### config.mk
export PLATFORM = sky130hd
export DESIGN_NAME = cpfs_core_regs
export DESIGN_NICKNAME = d
export VERILOG_FILES = /design/src/hdl/cpfs_pkg.sv /design/src/hdl/cpfs_stack.sv /design/src/hdl/cpfs_core_regs.sv
export SDC_FILE = /design/constraint.sdc
export NUM_CORES = 1
export LEC_CHECK = 0
export BUFFER_PORTS_ARGS = -buffer_cell sky130_fd_sc_hd__buf_2
export CAP_MARGIN = 10
export CORE_ASPECT_RATIO = 0.5
export CORE_MARGIN = 2
export CORE_UTILIZATION = 45
export DETAILED_ROUTE_END_ITERATION = 6
export GPL_TIMING_DRIVEN = 0
export PLACE_DENSITY_LB_ADDON = 0.2
export SYNTH_ARGS = -nofsm -noshare
export SYNTH_HDL_FRONTEND = slang
export SYNTH_SLANG_ARGS = --single-unit
### constraint.sdc
create_clock -name clk -period 4.4 [get_ports clk]
set_input_delay 0.22 -clock clk [delete_from_list [all_inputs] [get_ports clk]]
set_output_delay 0.22 -clock clk [all_outputs]
set_load 0.1 [all_outputs]
### src/hdl/cpfs_pkg.sv
// Purpose: Shared constants and types for the core register/PC/stack block
// Assumes: 8-bit data space, 12-bit program space
// Notes: Data-space offsets, reset values and command codes live here
package cpfs_pkg;

  localparam int PC_W = 12;
  localparam int DATA_W = 8;
  localparam int STACK_LEVELS = 6;
  localparam int DEPTH_W = 3;
  localparam int CORE_DIV_DEFAULT = 1;
  localparam int SD_CORE_CYCLES = 4;

  localparam logic [7:0] ADDR_FIRST_POINTER = 8'h80;
  localparam logic [7:0] ADDR_SECOND_POINTER = 8'h81;
  localparam logic [7:0] ADDR_FIRST_SHORT_DIRECT = 8'h82;
  localparam logic [7:0] ADDR_SECOND_SHORT_DIRECT = 8'h83;
  localparam logic [7:0] ADDR_ACCUMULATOR = 8'hff;

  localparam logic [7:0] REG_RESET = 8'h00;
  localparam logic [11:0] PC_RESET = 12'hffe;
  localparam logic [11:0] PC_STEP = 12'h001;
  localparam logic [2:0] SD_COUNT_RESET = 3'h0;
  localparam logic [2:0] SD_COUNT_LOAD = 3'h4;

  typedef enum logic [3:0] {
    PC_HOLD = 4'h0,
    PC_SEQ = 4'h1,
    PC_BRANCH = 4'h2,
    PC_JUMP = 4'h3,
    PC_CALL = 4'h4,
    PC_IRQ = 4'h5,
    PC_NMI = 4'h6,
    PC_RET = 4'h7,
    PC_INTERRUPT_RETURN = 4'h8
  } cpfs_pc_op_t;

  typedef enum logic [2:0] {
    CTX_MAIN = 3'b001,
    CTX_IRQ = 3'b010,
    CTX_URGENT = 3'b100
  } cpfs_ctx_t;

  typedef struct packed {
    cpfs_pc_op_t op;
    logic [11:0] target;
  } cpfs_pc_cmd_t;

  typedef struct packed {
    logic carry_we;
    logic carry;
    logic zero_we;
    logic zero;
  } cpfs_flag_upd_t;

  typedef struct packed {
    logic rd;
    logic wr;
    logic [7:0] addr;
    logic [7:0] wdata;
  } cpfs_ds_req_t;

endpackage

### src/hdl/cpfs_stack.sv
// Purpose: Six-level shift-register return stack
// Assumes: push and pop are never both high; step qualifies both
// Notes: No pointer; depth is tracked for empty, for saturation at full and as the depth output
`timescale 1ns/1ps
`default_nettype none
module cpfs_stack
  import cpfs_pkg::*;
#(
  parameter int LEVELS = STACK_LEVELS
)
(
  // Clock and reset
  input wire logic clk,
  input wire logic rst_n,
  // Control
  input wire logic step,
  input wire logic push,
  input wire logic pop,
  input wire logic [PC_W-1:0] push_data,
  // State
  output logic [PC_W-1:0] top,
  output logic empty,
  output logic [DEPTH_W-1:0] depth
);

  logic [PC_W-1:0] lvl [LEVELS];
  logic [PC_W-1:0] next_lvl [LEVELS];
  logic [DEPTH_W-1:0] next_depth;

  genvar g;
  generate
    for (g = 0; g < LEVELS; g++)
    begin : g_lvl
      always_comb
      begin
        next_lvl[g] = lvl[g];
        if (step && push)
        begin
          // Deepest level is dropped on overflow
          next_lvl[g] = (g == 0) ? push_data : lvl[(g == 0) ? 0 : g-1];
        end
        else if (step && pop && depth != '0)
        begin
          // Last level keeps its value when levels move upward
          next_lvl[g] = (g == LEVELS-1) ? lvl[g] : lvl[(g == LEVELS-1) ? g : g+1];
        end
      end
      always_ff @(posedge clk or negedge rst_n)
      begin
        if (!rst_n)
          lvl[g] <= '0;
        else
          lvl[g] <= next_lvl[g];
      end
    end
  endgenerate

  always_comb
  begin
    next_depth = depth;
    if (step && push && depth != DEPTH_W'(LEVELS))
      next_depth = depth + 3'h1;
    else if (step && pop && depth != '0)
      next_depth = depth - 3'h1;
  end

  always_ff @(posedge clk or negedge rst_n)
  begin
    if (!rst_n)
      depth <= '0;
    else
      depth <= next_depth;
  end

  assign top = lvl[0];
  assign empty = (depth == '0);

endmodule
`default_nettype wire

### src/hdl/cpfs_core_regs.sv
// Purpose: Accumulator, pointer and short-direct registers, program
//   counter, banked carry/zero pairs and the return stack of the core
// Assumes: sequencer issues one command per core cycle enable
// Notes: All updates of one event commit on the same core_en edge
`timescale 1ns/1ps
`default_nettype none
module cpfs_core_regs
  import cpfs_pkg::*;
#(
  parameter int CORE_DIV = CORE_DIV_DEFAULT
)
(
  // Clock and reset
  input wire logic clk,
  input wire logic rst_n,
  // Data-space port
  input wire cpfs_ds_req_t ds_req,
  output logic [DATA_W-1:0] ds_rdata,
  output logic ds_ack,
  // ALU results
  input wire logic acc_we,
  input wire logic [DATA_W-1:0] acc_wdata,
  input wire cpfs_flag_upd_t flag_upd,
  // Program counter commands
  input wire cpfs_pc_cmd_t pc_cmd,
  output logic [PC_W-1:0] program_counter,
  // Addressing helpers
  input wire logic ind_sel,
  output logic [DATA_W-1:0] ind_addr,
  input wire logic sd_start,
  input wire logic [1:0] sd_sel,
  output logic [DATA_W-1:0] sd_addr,
  output logic sd_busy,
  // Visible state
  output logic [DATA_W-1:0] accumulator,
  output logic [DATA_W-1:0] first_pointer,
  output logic [DATA_W-1:0] second_pointer,
  output logic [DATA_W-1:0] first_short_direct,
  output logic [DATA_W-1:0] second_short_direct,
  output logic active_carry,
  output logic active_zero,
  output cpfs_ctx_t context_sel,
  output logic [DEPTH_W-1:0] stack_depth
);

  function automatic logic ds_hit(input logic [7:0] a);
    ds_hit = (a == ADDR_ACCUMULATOR) || (a[7:2] == ADDR_FIRST_POINTER[7:2]);
  endfunction

  function automatic logic pick_flag(input cpfs_ctx_t c, input logic m,
                                     input logic i, input logic u);
    case (c)
      CTX_MAIN: pick_flag = m;
      CTX_IRQ: pick_flag = i;
      default: pick_flag = u;
    endcase
  endfunction

  // Core cycle enable divider
  logic [15:0] div_cnt;
  logic [15:0] next_div_cnt;
  logic core_en;

  always_comb
  begin
    core_en = (div_cnt == 16'(CORE_DIV - 1));
    next_div_cnt = core_en ? 16'h0000 : div_cnt + 16'h0001;
  end

  always_ff @(posedge clk or negedge rst_n)
  begin
    if (!rst_n)
      div_cnt <= 16'h0000;
    else
      div_cnt <= next_div_cnt;
  end

  // Data-space registers
  logic [DATA_W-1:0] next_acc, next_fp, next_sp, next_fsd, next_ssd;
  logic [DATA_W-1:0] next_rdata, next_ind, next_sd_addr;
  logic next_ack;
  logic [2:0] sd_cnt, next_sd_cnt;
  logic ds_wr;

  always_comb
  begin
    ds_wr = core_en && ds_req.wr;
    next_fp = first_pointer;
    next_sp = second_pointer;
    next_fsd = first_short_direct;
    next_ssd = second_short_direct;
    next_acc = accumulator;
    if (ds_wr && ds_req.addr == ADDR_FIRST_POINTER)
      next_fp = ds_req.wdata;
    if (ds_wr && ds_req.addr == ADDR_SECOND_POINTER)
      next_sp = ds_req.wdata;
    if (ds_wr && ds_req.addr == ADDR_FIRST_SHORT_DIRECT)
      next_fsd = ds_req.wdata;
    if (ds_wr && ds_req.addr == ADDR_SECOND_SHORT_DIRECT)
      next_ssd = ds_req.wdata;
    // ALU result wins over a data-space write in the same cycle
    if (core_en && acc_we)
      next_acc = acc_wdata;
    else if (ds_wr && ds_req.addr == ADDR_ACCUMULATOR)
      next_acc = ds_req.wdata;
    next_rdata = ds_rdata;
    next_ack = 1'b0;
    if (core_en && ds_req.rd)
    begin
      next_ack = ds_hit(ds_req.addr);
      case (ds_req.addr)
        ADDR_FIRST_POINTER: next_rdata = first_pointer;
        ADDR_SECOND_POINTER: next_rdata = second_pointer;
        ADDR_FIRST_SHORT_DIRECT: next_rdata = first_short_direct;
        ADDR_SECOND_SHORT_DIRECT: next_rdata = second_short_direct;
        ADDR_ACCUMULATOR: next_rdata = accumulator;
        default: next_rdata = REG_RESET;
      endcase
    end
    next_ind = ind_sel ? next_sp : next_fp;
    // Short-direct slots 0..3 map onto 80h..83h, pointers included
    next_sd_addr = sd_addr;
    next_sd_cnt = sd_cnt;
    if (core_en && sd_cnt != SD_COUNT_RESET)
      next_sd_cnt = sd_cnt - 3'h1;
    else if (core_en && sd_start)
    begin
      next_sd_cnt = SD_COUNT_LOAD;
      next_sd_addr = {ADDR_FIRST_POINTER[7:2], sd_sel};
    end
  end

  always_ff @(posedge clk or negedge rst_n)
  begin
    if (!rst_n)
    begin
      accumulator <= REG_RESET;
      first_pointer <= REG_RESET;
      second_pointer <= REG_RESET;
      first_short_direct <= REG_RESET;
      second_short_direct <= REG_RESET;
      ds_rdata <= REG_RESET;
      ds_ack <= 1'b0;
      ind_addr <= REG_RESET;
      sd_addr <= REG_RESET;
      sd_cnt <= SD_COUNT_RESET;
      sd_busy <= 1'b0;
    end
    else
    begin
      accumulator <= next_acc;
      first_pointer <= next_fp;
      second_pointer <= next_sp;
      first_short_direct <= next_fsd;
      second_short_direct <= next_ssd;
      ds_rdata <= next_rdata;
      ds_ack <= next_ack;
      ind_addr <= next_ind;
      sd_addr <= next_sd_addr;
      sd_cnt <= next_sd_cnt;
      sd_busy <= (next_sd_cnt != SD_COUNT_RESET);
    end
  end

  // Program counter and stack
  logic [PC_W-1:0] next_pc, stack_top;
  logic push, pop, stack_empty;

  always_comb
  begin
    push = (pc_cmd.op == PC_CALL) || (pc_cmd.op == PC_IRQ) ||
           (pc_cmd.op == PC_NMI);
    pop = (pc_cmd.op == PC_RET) || (pc_cmd.op == PC_INTERRUPT_RETURN);
    next_pc = program_counter;
    if (core_en)
    begin
      case (pc_cmd.op)
        PC_SEQ: next_pc = program_counter + PC_STEP;
        PC_BRANCH: next_pc = pc_cmd.target;
        PC_JUMP, PC_CALL, PC_IRQ, PC_NMI: next_pc = pc_cmd.target;
        PC_RET, PC_INTERRUPT_RETURN:
          next_pc = stack_empty ? program_counter : stack_top;
        default: next_pc = program_counter;
      endcase
    end
  end

  always_ff @(posedge clk or negedge rst_n)
  begin
    if (!rst_n)
      program_counter <= PC_RESET;
    else
      program_counter <= next_pc;
  end

  cpfs_stack #(
    .LEVELS(STACK_LEVELS)
  ) u_stack (
    .clk(clk),
    .rst_n(rst_n),
    .step(core_en),
    .push(push),
    .pop(pop),
    .push_data(program_counter),
    .top(stack_top),
    .empty(stack_empty),
    .depth(stack_depth)
  );

  // Context and banked flags
  cpfs_ctx_t saved_ctx, next_ctx, next_saved;
  logic main_carry, main_zero, irq_carry, irq_zero;
  logic urgent_carry, urgent_zero;
  logic next_mc, next_mz, next_ic, next_iz, next_uc, next_uz;
  logic upd_c, upd_z;

  always_comb
  begin
    next_ctx = context_sel;
    next_saved = saved_ctx;
    if (core_en)
    begin
      case (pc_cmd.op)
        PC_IRQ:
          if (context_sel == CTX_MAIN)
            next_ctx = CTX_IRQ;
        PC_NMI:
        begin
          next_saved = context_sel;
          next_ctx = CTX_URGENT;
        end
        PC_INTERRUPT_RETURN:
          case (context_sel)
            CTX_URGENT:
            begin
              next_ctx = saved_ctx;
              next_saved = CTX_MAIN;
            end
            CTX_IRQ: next_ctx = CTX_MAIN;
            default: next_ctx = CTX_MAIN;
          endcase
        default: next_ctx = context_sel;
      endcase
    end
    // Only the pair of the context current at the event is written
    upd_c = core_en && flag_upd.carry_we;
    upd_z = core_en && flag_upd.zero_we;
    next_mc = (upd_c && context_sel == CTX_MAIN) ? flag_upd.carry : main_carry;
    next_mz = (upd_z && context_sel == CTX_MAIN) ? flag_upd.zero : main_zero;
    next_ic = (upd_c && context_sel == CTX_IRQ) ? flag_upd.carry : irq_carry;
    next_iz = (upd_z && context_sel == CTX_IRQ) ? flag_upd.zero : irq_zero;
    next_uc = (upd_c && context_sel == CTX_URGENT) ? flag_upd.carry
                                                   : urgent_carry;
    next_uz = (upd_z && context_sel == CTX_URGENT) ? flag_upd.zero
                                                   : urgent_zero;
  end

  always_ff @(posedge clk or negedge rst_n)
  begin
    if (!rst_n)
    begin
      context_sel <= CTX_URGENT;
      saved_ctx <= CTX_MAIN;
      main_carry <= 1'b0;
      main_zero <= 1'b0;
      irq_carry <= 1'b0;
      irq_zero <= 1'b0;
      urgent_carry <= 1'b0;
      urgent_zero <= 1'b0;
      active_carry <= 1'b0;
      active_zero <= 1'b0;
    end
    else
    begin
      context_sel <= next_ctx;
      saved_ctx <= next_saved;
      main_carry <= next_mc;
      main_zero <= next_mz;
      irq_carry <= next_ic;
      irq_zero <= next_iz;
      urgent_carry <= next_uc;
      urgent_zero <= next_uz;
      active_carry <= pick_flag(next_ctx, next_mc, next_ic, next_uc);
      active_zero <= pick_flag(next_ctx, next_mz, next_iz, next_uz);
    end
  end
endmodule
`default_nettype wire

==> impl_results.md, run 1 <==
- Die height: just over 100 um
- Diodes inserted: 0
- RSZ-0062 raised after global routing: no
- Antenna violations before repair: 0
- DR pass1 iterations: 5
- CTS Sinks: approximately 180
- CP arrival: between 4000 and 5000 ps
- GPL Wtd Cong: 0.851
- Flop-to-flop setup slack: between 600 and 700 ps
- Die area: 20900 sq um
- Vias in the first global route: between 7000 and 8000
- Setup TNS: 0 ps
- Worst path cell trace: inv_1 > ha_1 > nor4b_2 > nand4_1 > nor3b_2 > clkbuf_1 > buf_2 > o21ai_0 > fa_1 > a211oi_1 > a21oi_1
- Via density: between 5 and 6
- Worst R2R Path Depth: 11
- Final Cycle Share: between 80% and 90%
- Clock buffer depth: 2
- Yosys warns: 0
- Nets: 1067
- Syn Std Cell Area: a little under 9000 sq um
- Hold Path Depth: 2
- FILL cells: around 1800
- Worst slew margin: between 40 and 50%
- Upper clock frequency limit: ~260 MHz
- CP max stage delay: ~580 ps
- Pwr Total: approximately 6.1 mW
- Clk slew on worst S/H paths: approximately 70 ps
- Die width: 202 um
- Grt total ovfl: 0
- DR WL/cell: 18.4 um
- Final min period: around 3800 ps
- Leakage: approximately 5.3 nW
- CP Capture Type: register
- Crit Path Class: reg2reg
- Drt drc: 0
- IO buf count: 129
- Crit-path slowest cell: nor3b_2
- Final core occ: between 50% and 60%
- Top FF cell, synth: dfrtp_1
- Area of the multi-input gates: 4000 sq um
- Drt total wl: approximately 24000 um
- Synthesis-to-layout area growth: 20.1%
- Top cell type by total area after synthesis: dfrtp_1
- Core area: a little under 20000 sq um
- Detail Route Antenna Nets: 0
- Most common cell in the netlist: dfrtp_1
- Top post-synthesis cells by area: dfrtp_1 48%, mux2i_1 8.6%, o21ai_0 7.4%, mux2_2 6.6%, nand2_1 5.0%
- Hold Path Sink: sd_addr[1]
- Status: complete, no violations
- First-pass GRT wire length: between 30000 and 40000 um
- Reg2reg start: div_cnt[0]
- Fin Clk Skew: 8.04 ps
- Slew Limit Fails: 0
- Initial Util: a little under half
- Rows: 36
- CTS root buffer: clkbuf_16
- Max cap viols: 0
- Final setup violation count: 0
- Synth top area share: about 48%
- Count of cell types in the netlist: 63
- CTS tree: built
- Hold Path Origin: sd_sel[1]
- Mapped Cells: around 850
- TritonCTS Buffers: 17
- Post-placement cell count: 1245
- IO Pins: 139
- WHS: 31.6 ps
- Startpoint Class: register
- Post-DP HPWL: approximately 17000 um
- Leading cell types by count after synthesis: 168 x dfrtp_1, 130 x o21ai_0, 117 x nand2_1
- Mean Syn Cell Area: approximately 10 sq um
- Maximum vdd drop: 0.589 mV
- EDFF count, synth: 0
- RR Endpoint: u_stack.depth[2]
- Slew @ Worst Pin: between 700 and 800 ps
- Req. time, crit path: ~4700 ps
- Starting DRC count in detailed routing: roughly 500
- Hold Crit Class: in2reg
- CP Max Fanout: 10
- PD cells: ~570 nW/um^2
- Storage element area: between 4000 and 5000 sq um
- Ratio of cells with drive above 1 in the final layout: between 20% and 30%
- Yosys reg bits: roughly 180
- H-tree levels: 4
- Post-synth ARST share: 100%
- Sequential area share after synthesis: approximately half
- Largest net degree at the start of global routing: about 110
- Post-CTS setup buffers: 0
- Fin cells: about 1300
- Final Hold Viols: 0
- Gr usage total: between 20% and 30%
- Worst-skew pair later-pin latency: around 440 ps
- Via Count: 7293
sequential cells by signal, summed over array words and instances, names as in the netlist, 3 cells and up:
name / flops
sd_cnt: 3
sd_addr: 3
u_stack.depth: 3
saved_ctx: 3
div_cnt: 16
first_short_direct: 8
u_stack.lvl: 60
second_pointer: 8
program_counter: 12
first_pointer: 8
second_short_direct: 8
ds_rdata: 8
ind_addr: 8
accumulator: 8
u_stack.top: 12
context_sel: 3
critical path: cells and delay by family (launching register included):
kind / cells / cell delay (ps)
compound gates: 3 / 490
fa+ha+maj: 2 / 580
buf+inv: 3 / 910
flops: 1 / 440
simple gates: 3 / 1250
through the flow:
stage	setup slack [ps]	cell area, sq um
after floorplan	1430	8860
after global placement	132	9840
after detailed placement	666	9880
after CTS	624	10600
after global routing	315	10600
final	607	10600
area by class of cell:
class	count	area share, %
Buffer	52	2.43
Clock buffer	18	4.13
Clock inverter	14	1.95
Inverter	16	0.565
Multi-Input combinational cell	600	37.7
Sequential cell	181	42.8
Tap cell	266	3.13
Timing Repair Buffer	140	7.37
logic make-up after synthesis:
logic type	share of synthesized area, %
and+or+nand+nor	13.1
adders and majority gates	0.933
other	0.0424
muxes	15.2
xor gates and xnor gates	1.39
AOI/OAI and AO/OA	14.3
DFF	51.4
buffers and inverters	3.59
layout by cell type, fill, tap and decap left out, drive strengths merged, types with 3 or more instances in the layout:
master and instances:
a211oi 5, a21oi 19, a221oi 9, a222oi 8, a22o 4, a22oi 3
and2 7, and3 10, and4 3, buf 161, bufinv 5, clkbuf 39
clkinv 7, conb 5, dfrtp 168, dfstp 13, dlygate4sd3 10, ha 5
inv 16, mux2 52, mux2i 76, nand2 117, nand2b 9, nand3 19
nand4 4, nor2 25, nor3 5, nor3b 9, nor4 6, nor4bb 3
o21ai 132, o22ai 12, o31a 7, or2 3, or3 3, xnor2 12
power by group:
group / switching, mW / total (mW) / internal, mW
clock network: 0.665 / 1.68 / 1.02
registers: 0.396 / 2.54 / 2.14
logic: 1.34 / 1.84 / 0.507
total: 2.40 / 6.06 / 3.67
what timing repair did:
item | CTS | global route
hold buffers | 10 | 0
gates resized for setup | 0 | 0
endpoints found under the hold margin | 70 | 0
layer usage:
metal | track usage (%) | routed length (um) | vias to the layer above
li1 | - | - | 3375
met1 | 32.5 | 11100 | 3663
met3 | 4.74 | 1310 | 21
met5 | 0 | 0 | -
met2 | 37.0 | 11000 | 234
met4 | 6.34 | 242 | 0
worst max-delay path by stage:
| stage | start | endpoint | slack (ps) | depth (start not counted) |
|---|---|---|---|---|
| global placement | rst_n | ds_ack | 130 | 1 |
| finish | div_cnt[0] | u_stack.depth[2] | 610 | 11 |
| floorplan | div_cnt[0] | u_stack.depth[2] | 1430 | 11 |
| CTS | div_cnt[0] | u_stack.depth[2] | 620 | 12 |
| global route | div_cnt[0] | u_stack.depth[2] | 320 | 12 |
| detailed placement | div_cnt[0] | u_stack.depth[2] | 670 | 12 |
No activity file was read; power rests on OpenSTA's default activity.
==> inputs of run 2 (changes only) <==
- SYNTH_HIERARCHICAL: not set -> 1
==> run 2 against run 1 <==
Net effect: core utilization decreased by 1.1 points; wire length increased by 1.0%; via count decreased by 1.9%; sequential power decreased by 16%; area after synthesis increased by 4.9%; the run now ends with design-rule violations left; final cell count decreased by 0.93%; critical path depth increased by 6; first-iteration DRC count decreased by 20%; maximum frequency decreased by 8.7%.
==> impl_results.md, run 2 <==
- IO buf count: 130
- GPL Wtd Cong: roughly 0.89
- Switching Share: about two fifths
- Req. time, crit path: 4720 ps
- PD cells: 494 nW/um^2
- Final Cycle Share: roughly 94%
- Xor/xnor share of the synthesized area: between 1 and 1.5%
- Area of the multi-input gates: 4320 sq um
- H-tree levels: 4
- Clk slew on worst S/H paths: roughly 60 ps
- Mapped Cells: 833
- Leading cell types by count after synthesis: 168 x dfrtp_1, 112 x mux2_2, 85 x nand2_1
- Slew Limit Fails: 0
- Clock share of power: between 20% and 30%
- Post-synth ARST share: 100%
- Int Pwr: around 3.3 mW
- Vias in the first global route: 7115
- Biggest register: u_stack/lvl
- RR Endpoint: u_stack/depth[2]
- Startpoint Class: register
- CP arrival: between 4000 and 5000 ps
- CP Max Fanout: 10
- Mean Syn Cell Area: approximately 11 sq um
- Core area: 20400 sq um
- Top FF cell, synth: dfrtp_1
- Top cell type by total area after synthesis: dfrtp_1
- Commonest non-fill, non-tap cell in the layout: dfrtp_1
- Sequential Power Share: roughly two fifths
- Most frequent cells in the layout: 168 x dfrtp_1, 144 x buf_2, 112 x mux2_2
- Top post-synthesis cells by area: dfrtp_1 45%, mux2_2 14%, dfstp_2 3.7%, nand2_1 3.4%, mux2_4 3.2%
- Final Hold Viols: 0
- Via Count: 7151
- Drt drc: 15
- Final core occ: around 54%
- Max cap viols: 0
- Count of cell types in the netlist: 79
- Diodes inserted: 0
- Worst R2R Path Depth: 17
- Compound-Gate Fraction of Synth Area: between 10% and 20%
- Max reg flops: 60
- Maximum vdd drop: 0.263 mV
- Gr usage total: between 20 and 25%
- Upper clock frequency limit: ~240 MHz
- First-pass GRT wire length: between 30000 and 40000 um
- Post-synthesis adder-cell area fraction: less than 1%
- EDFF count, synth: 0
- Via density: about 5.6
- Clock buffer depth: 2
- Failing checks: design-rule violations
- Die area: ~22000 sq um
- Storage element area: between 4000 and 5000 sq um
- FILL cells: 1835
- CTS Sinks: around 180
- Ratio of cells with drive above 1 in the final layout: ~37%
- Net Sw Power: approximately 2.1 mW
- Design area: approximately 11000 sq um
- Starting DRC count in detailed routing: about 400
- Nets: ~1000
- Crit Path Class: reg2reg
- TritonCTS Buffers: 17
- Syn Std Cell Area: about 9300 sq um
- Yosys warns: 6
- DR WL/cell: about 19 um
- Most common cell in the netlist: dfrtp_1
- Drt total wl: ~24000 um
- Synthesis-to-layout area growth: 18.1%
- Flop-to-flop setup slack: approximately 250 ps
- Final setup violation count: 0
- Mux share of post-synthesis cell area: between 15 and 20%
- Sequential area share after synthesis: 49.0%
- Worst slew margin: 53.0%
- Reg2reg start: div_cnt[0]
- Hold Crit Class: in2reg
- Detail Route Antenna Nets: 0
- Grt total ovfl: 0
- Final min period: between 4000 and 5000 ps
- Largest regs: u_stack/lvl x60, div_cnt x16
- Post-synthesis simple-gate area fraction: 12.7%
- Leakage: approximately 5.4 nW
- Synth top area share: 45.3%
- IO Pins: between 100 and 150
- Yosys reg bits: around 180
- Hold Path Depth: 2
- CTS tree: built
- Antenna violations before repair: 0
- Fin Clk Skew: about 5.8 ps
- Die height: ~110 um
- Status: finished, violations left
- CP Capture Type: register
- CTS root buffer: clkbuf_16
- Post-CTS setup buffers: 0
- Worst-skew pair later-pin latency: between 400 and 500 ps
- Hold Path Sink: sd_addr[1]
- DP Area: slightly above 10000 sq um
- Hold Path Origin: sd_sel[1]
- Setup TNS: 0 ps
- Power share of the combinational group: between 30% and 40%
- Largest family of logic cells by synthesized area: multiplexers
- Post-DP HPWL: 16800 um
- Die width: 207 um
- DR pass1 iterations: 7
- Rows: 37
- Slew @ Worst Pin: 704 ps
- Largest net degree at the start of global routing: 120
- Initial Util: a little under half
## run 2: cells by family (layout without fill, tap and decap cells)
family,after synthesis,in the layout
AO/OA/AOI/OAI,171,171
XOR/XNOR,15,15
buffers and inverters,79,244
multiplexers,154,154
flip-flops,181,181
AND/OR/NAND/NOR,226,226
other,1,5
adder cells (fa/ha/maj),6,6
## run 2: critical path, stage by stage, from the launching register on
cell and delay, ps:
dfrtp_1 430, inv_1 80, ha_1 140, nor4b_2 330, nand4_4 270, clkinv_2 220
buf_6 190, buf_4 220, buf_2 230, and2_1 140, clkbuf_1 190, clkbuf_4 260
clkbuf_4 270, o21ai_0 160, fa_1 490, and3_1 170, a21oi_1 120, o22ai_1 90
## run 2: layout make-up
cell class,count,share of cell area [%]
inverter,18,0.628
sequential,181,41.5
tap,273,3.12
buffer,61,3.42
multi-input combinational,577,39.4
timing repair buffer,133,6.46
clock inverter,8,0.879
clock buffer,24,4.58
## run 2: worst max path at each step
stage	startpoint	endpoint	slack, ps	depth (start not counted)
finish	div_cnt[0]	u_stack/depth[2]	250	17
global route	div_cnt[0]	u_stack/depth[2]	-30	17
CTS	div_cnt[0]	u_stack/depth[2]	50	17
detailed placement	div_cnt[0]	u_stack/depth[2]	70	17
global placement	div_cnt[0]	u_stack/depth[2]	130	17
floorplan	div_cnt[0]	u_stack/depth[1]	1010	16
## run 2: per-stage QoR
step	instances	setup slack, ps	hold WS (ps)	total power, mW
finish	1275	246	16.6	5.42
floorplan	837	1010	-75.6	3.50
global placement	1240	127	447	3.85
detailed placement	1241	70.1	199	3.89
CTS	1275	46.2	3.42	5.46
global route	1275	-26.9	0.292	5.65
## run 2: power by group through the flow
stage | Sequential, mW | Combinational [mW] | Clock (mW)
floorplan | 2.89 | 0.611 | 0
global placement | 2.16 | 1.69 | 0
detailed placement | 2.17 | 1.72 | 0
CTS | 2.14 | 1.73 | 1.59
global route | 2.18 | 1.82 | 1.66
finish | 2.14 | 1.72 | 1.56
## run 2: repair_timing
action,CTS,global route
endpoints found under the hold margin,57,0
endpoints found under the setup margin,0,2
resized for setup,0,3
hold buffers,2,0
## run 2: routing by layer
layer / vias to the layer above / wire length, um / global-route usage (%)
met5: - / 0 / 0
met3: 21 / 1380 / 5.75
met2: 188 / 11300 / 35.2
met1: 3618 / 11000 / 30.5
li1: 3324 / - / -
met4: 0 / 290 / 7.86
==> inputs of run 3 (changes only) <==
==> constraint.sdc (replaced) <==
create_clock -name clk -period 4.4 [get_ports clk]
set_input_delay 0.88 -clock clk [delete_from_list [all_inputs] [get_ports clk]]
set_output_delay 0.88 -clock clk [all_outputs]
set_load 0.01 [all_outputs]
==> run 3 against run 2 <==
Net effect: the flow now finishes without violations; sequential share of layout area increased by 0.076 points; register-to-register slack barely moved; hold slack better by 340 ps; via count grew 0.21%; clock power barely moved; setup slack barely moved; sequential power barely moved; core utilization is 0.098 points lower; first-iteration DRC count fell by 0.50%; maximum frequency is essentially flat; clock skew is essentially flat.
==> impl_results.md, run 3 (same netlist as run 2, synthesis figures left out) <==
- Ratio of cells with drive above 1 in the final layout: between 30% and 40%
- CTS tree: built
- TritonCTS Buffers: 17
- Largest net degree at the start of global routing: 120
- DR WL/cell: around 19 um
- Starting DRC count in detailed routing: just under 400
- Status: complete, no violations
- Maximum vdd drop: around 0.26 mV
- Drt drc: 0
- Synthesis-to-layout area growth: 17.8%
- Worst-skew pair later-pin latency: 450 ps
- DP Area: approximately 10000 sq um
- Post-placement cell count: 1241
- Final min period: 4150 ps
- Biggest register: u_stack/lvl
- DR pass1 iterations: 5
- Nets: 1046
- Vias in the first global route: around 7100
- Via density: 5.63
- Die area: 21900 sq um
- WHS: roughly 360 ps
- Setup TNS: 0 ps
- CTS root buffer: clkbuf_16
- IO buf count: 130
- Max reg flops: 60
- Die width: just over 200 um
- GPL Wtd Cong: approximately 0.89
- Clk slew on worst S/H paths: 60 ps
- Fin cells: 1273
- Antenna violations before repair: 0
- Slew Limit Fails: 0
- Leakage: approximately 5.4 nW
- Via Count: around 7000
- Upper clock frequency limit: 241 MHz
- Req. time, crit path: between 4000 and 5000 ps
- FILL cells: around 1800
- Largest regs: u_stack/lvl x60, div_cnt x16
- Final Hold Viols: 0
- H-tree levels: 4
- Post-DP HPWL: approximately 17000 um
- Final setup violation count: 0
- CP Capture Type: register
- Crit Path Class: reg2reg
- Clock buffer depth: 2
- Rows: 37
- Diodes inserted: 0
- Grt total ovfl: 0
- Slew @ Worst Pin: ~700 ps
- IO Pins: roughly 140
- Initial Util: a little under half
- Commonest non-fill, non-tap cell in the layout: dfrtp_1
- Most frequent cells in the layout: 168 x dfrtp_1, 144 x buf_2, 112 x mux2_2
- Worst slew margin: 53.1%
- Post-CTS setup buffers: 0
- Final Cycle Share: ~94%
- Max cap viols: 0
- First-pass GRT wire length: approximately 38000 um
- Die height: approximately 110 um
- Gr usage total: between 20% and 30%
- Startpoint Class: register
- CP Max Fanout: 10
- Reg2reg start: div_cnt[0]
- Drt total wl: between 20000 and 25000 um
- Fin Clk Skew: between 5 and 6 ps
- Pwr Total: approximately 4.7 mW
- CP arrival: about 4500 ps
- Detail Route Antenna Nets: 0
- Critical Path Source: div_cnt[0]
- Hold Crit Class: in2async
- Design area: 10900 sq um
- Core area: roughly 20000 sq um
- CTS Sinks: about 180
- PD cells: between 400 and 500 nW/um^2
run 3: final cells by class:
| type | count | area [sq um] | area share (%) |
|---|---|---|---|
| plain buffers | 61 | 375 | 3.43 |
| clock buffers | 24 | 502 | 4.59 |
| clock inverters | 8 | 96.3 | 0.881 |
| inverters | 18 | 68.8 | 0.629 |
| multi-input cells | 577 | 4320 | 39.5 |
| flip-flops and latches | 181 | 4550 | 41.5 |
| well taps | 273 | 342 | 3.12 |
| repair buffers | 131 | 688 | 6.29 |
run 3: worst max-delay path: stages (launching register included):
cell      delay, ps
dfrtp_1         430
inv_1            80
ha_1            140
nor4b_2         330
nand4_4         270
clkinv_2        230
buf_6           190
buf_4           220
buf_2           220
and2_1          140
clkbuf_1        190
clkbuf_4        260
clkbuf_4        270
o21ai_0         160
fa_1            490
and3_1          170
a21oi_1         120
o22ai_1          90
run 3: what timing repair did:
action                                 in CTS  in global routing
resized for setup                           0                  3
endpoints found under the hold margin       0                  0
hold buffers                                0                  0
setup endpoints to repair                   0                  2
run 3: power breakdown:
part	switching, mW	leakage [nW]	internal (mW)
clock network	0.645	0.296	0.909
registers	0.219	2.37	1.92
logic	0.500	2.69	0.457
run 3: through the flow:
stage | setup slack [ps] | util, %
floorplan | 1030 | -
global placement | -498 | 50.5
detailed placement | 70.1 | 50.7
CTS | 46.2 | 53.6
global route | -26.9 | 53.7
finish | 246 | 53.7
run 3: routing by layer:
layer | vias up | global-route usage (%) | wire length (um)
met5 | - | 0 | 0
met4 | 0 | 7.86 | 309
met3 | 23 | 5.78 | 1430
met2 | 209 | 35.2 | 11300
met1 | 3619 | 30.5 | 10900
li1 | 3315 | - | -
run 3: worst paths after layout:
kind	end	slack, ps	cells after the start
max	u_stack/depth[2]	250	17
min	u_stack/top[8]	360	1
max reg2reg	u_stack/depth[2]	250	17
min reg2reg	u_stack/lvl[1]	460	2
max in group asynchronous	ds_rdata[1]	3050	2
min in group clk	u_stack/lvl[1]	460	2
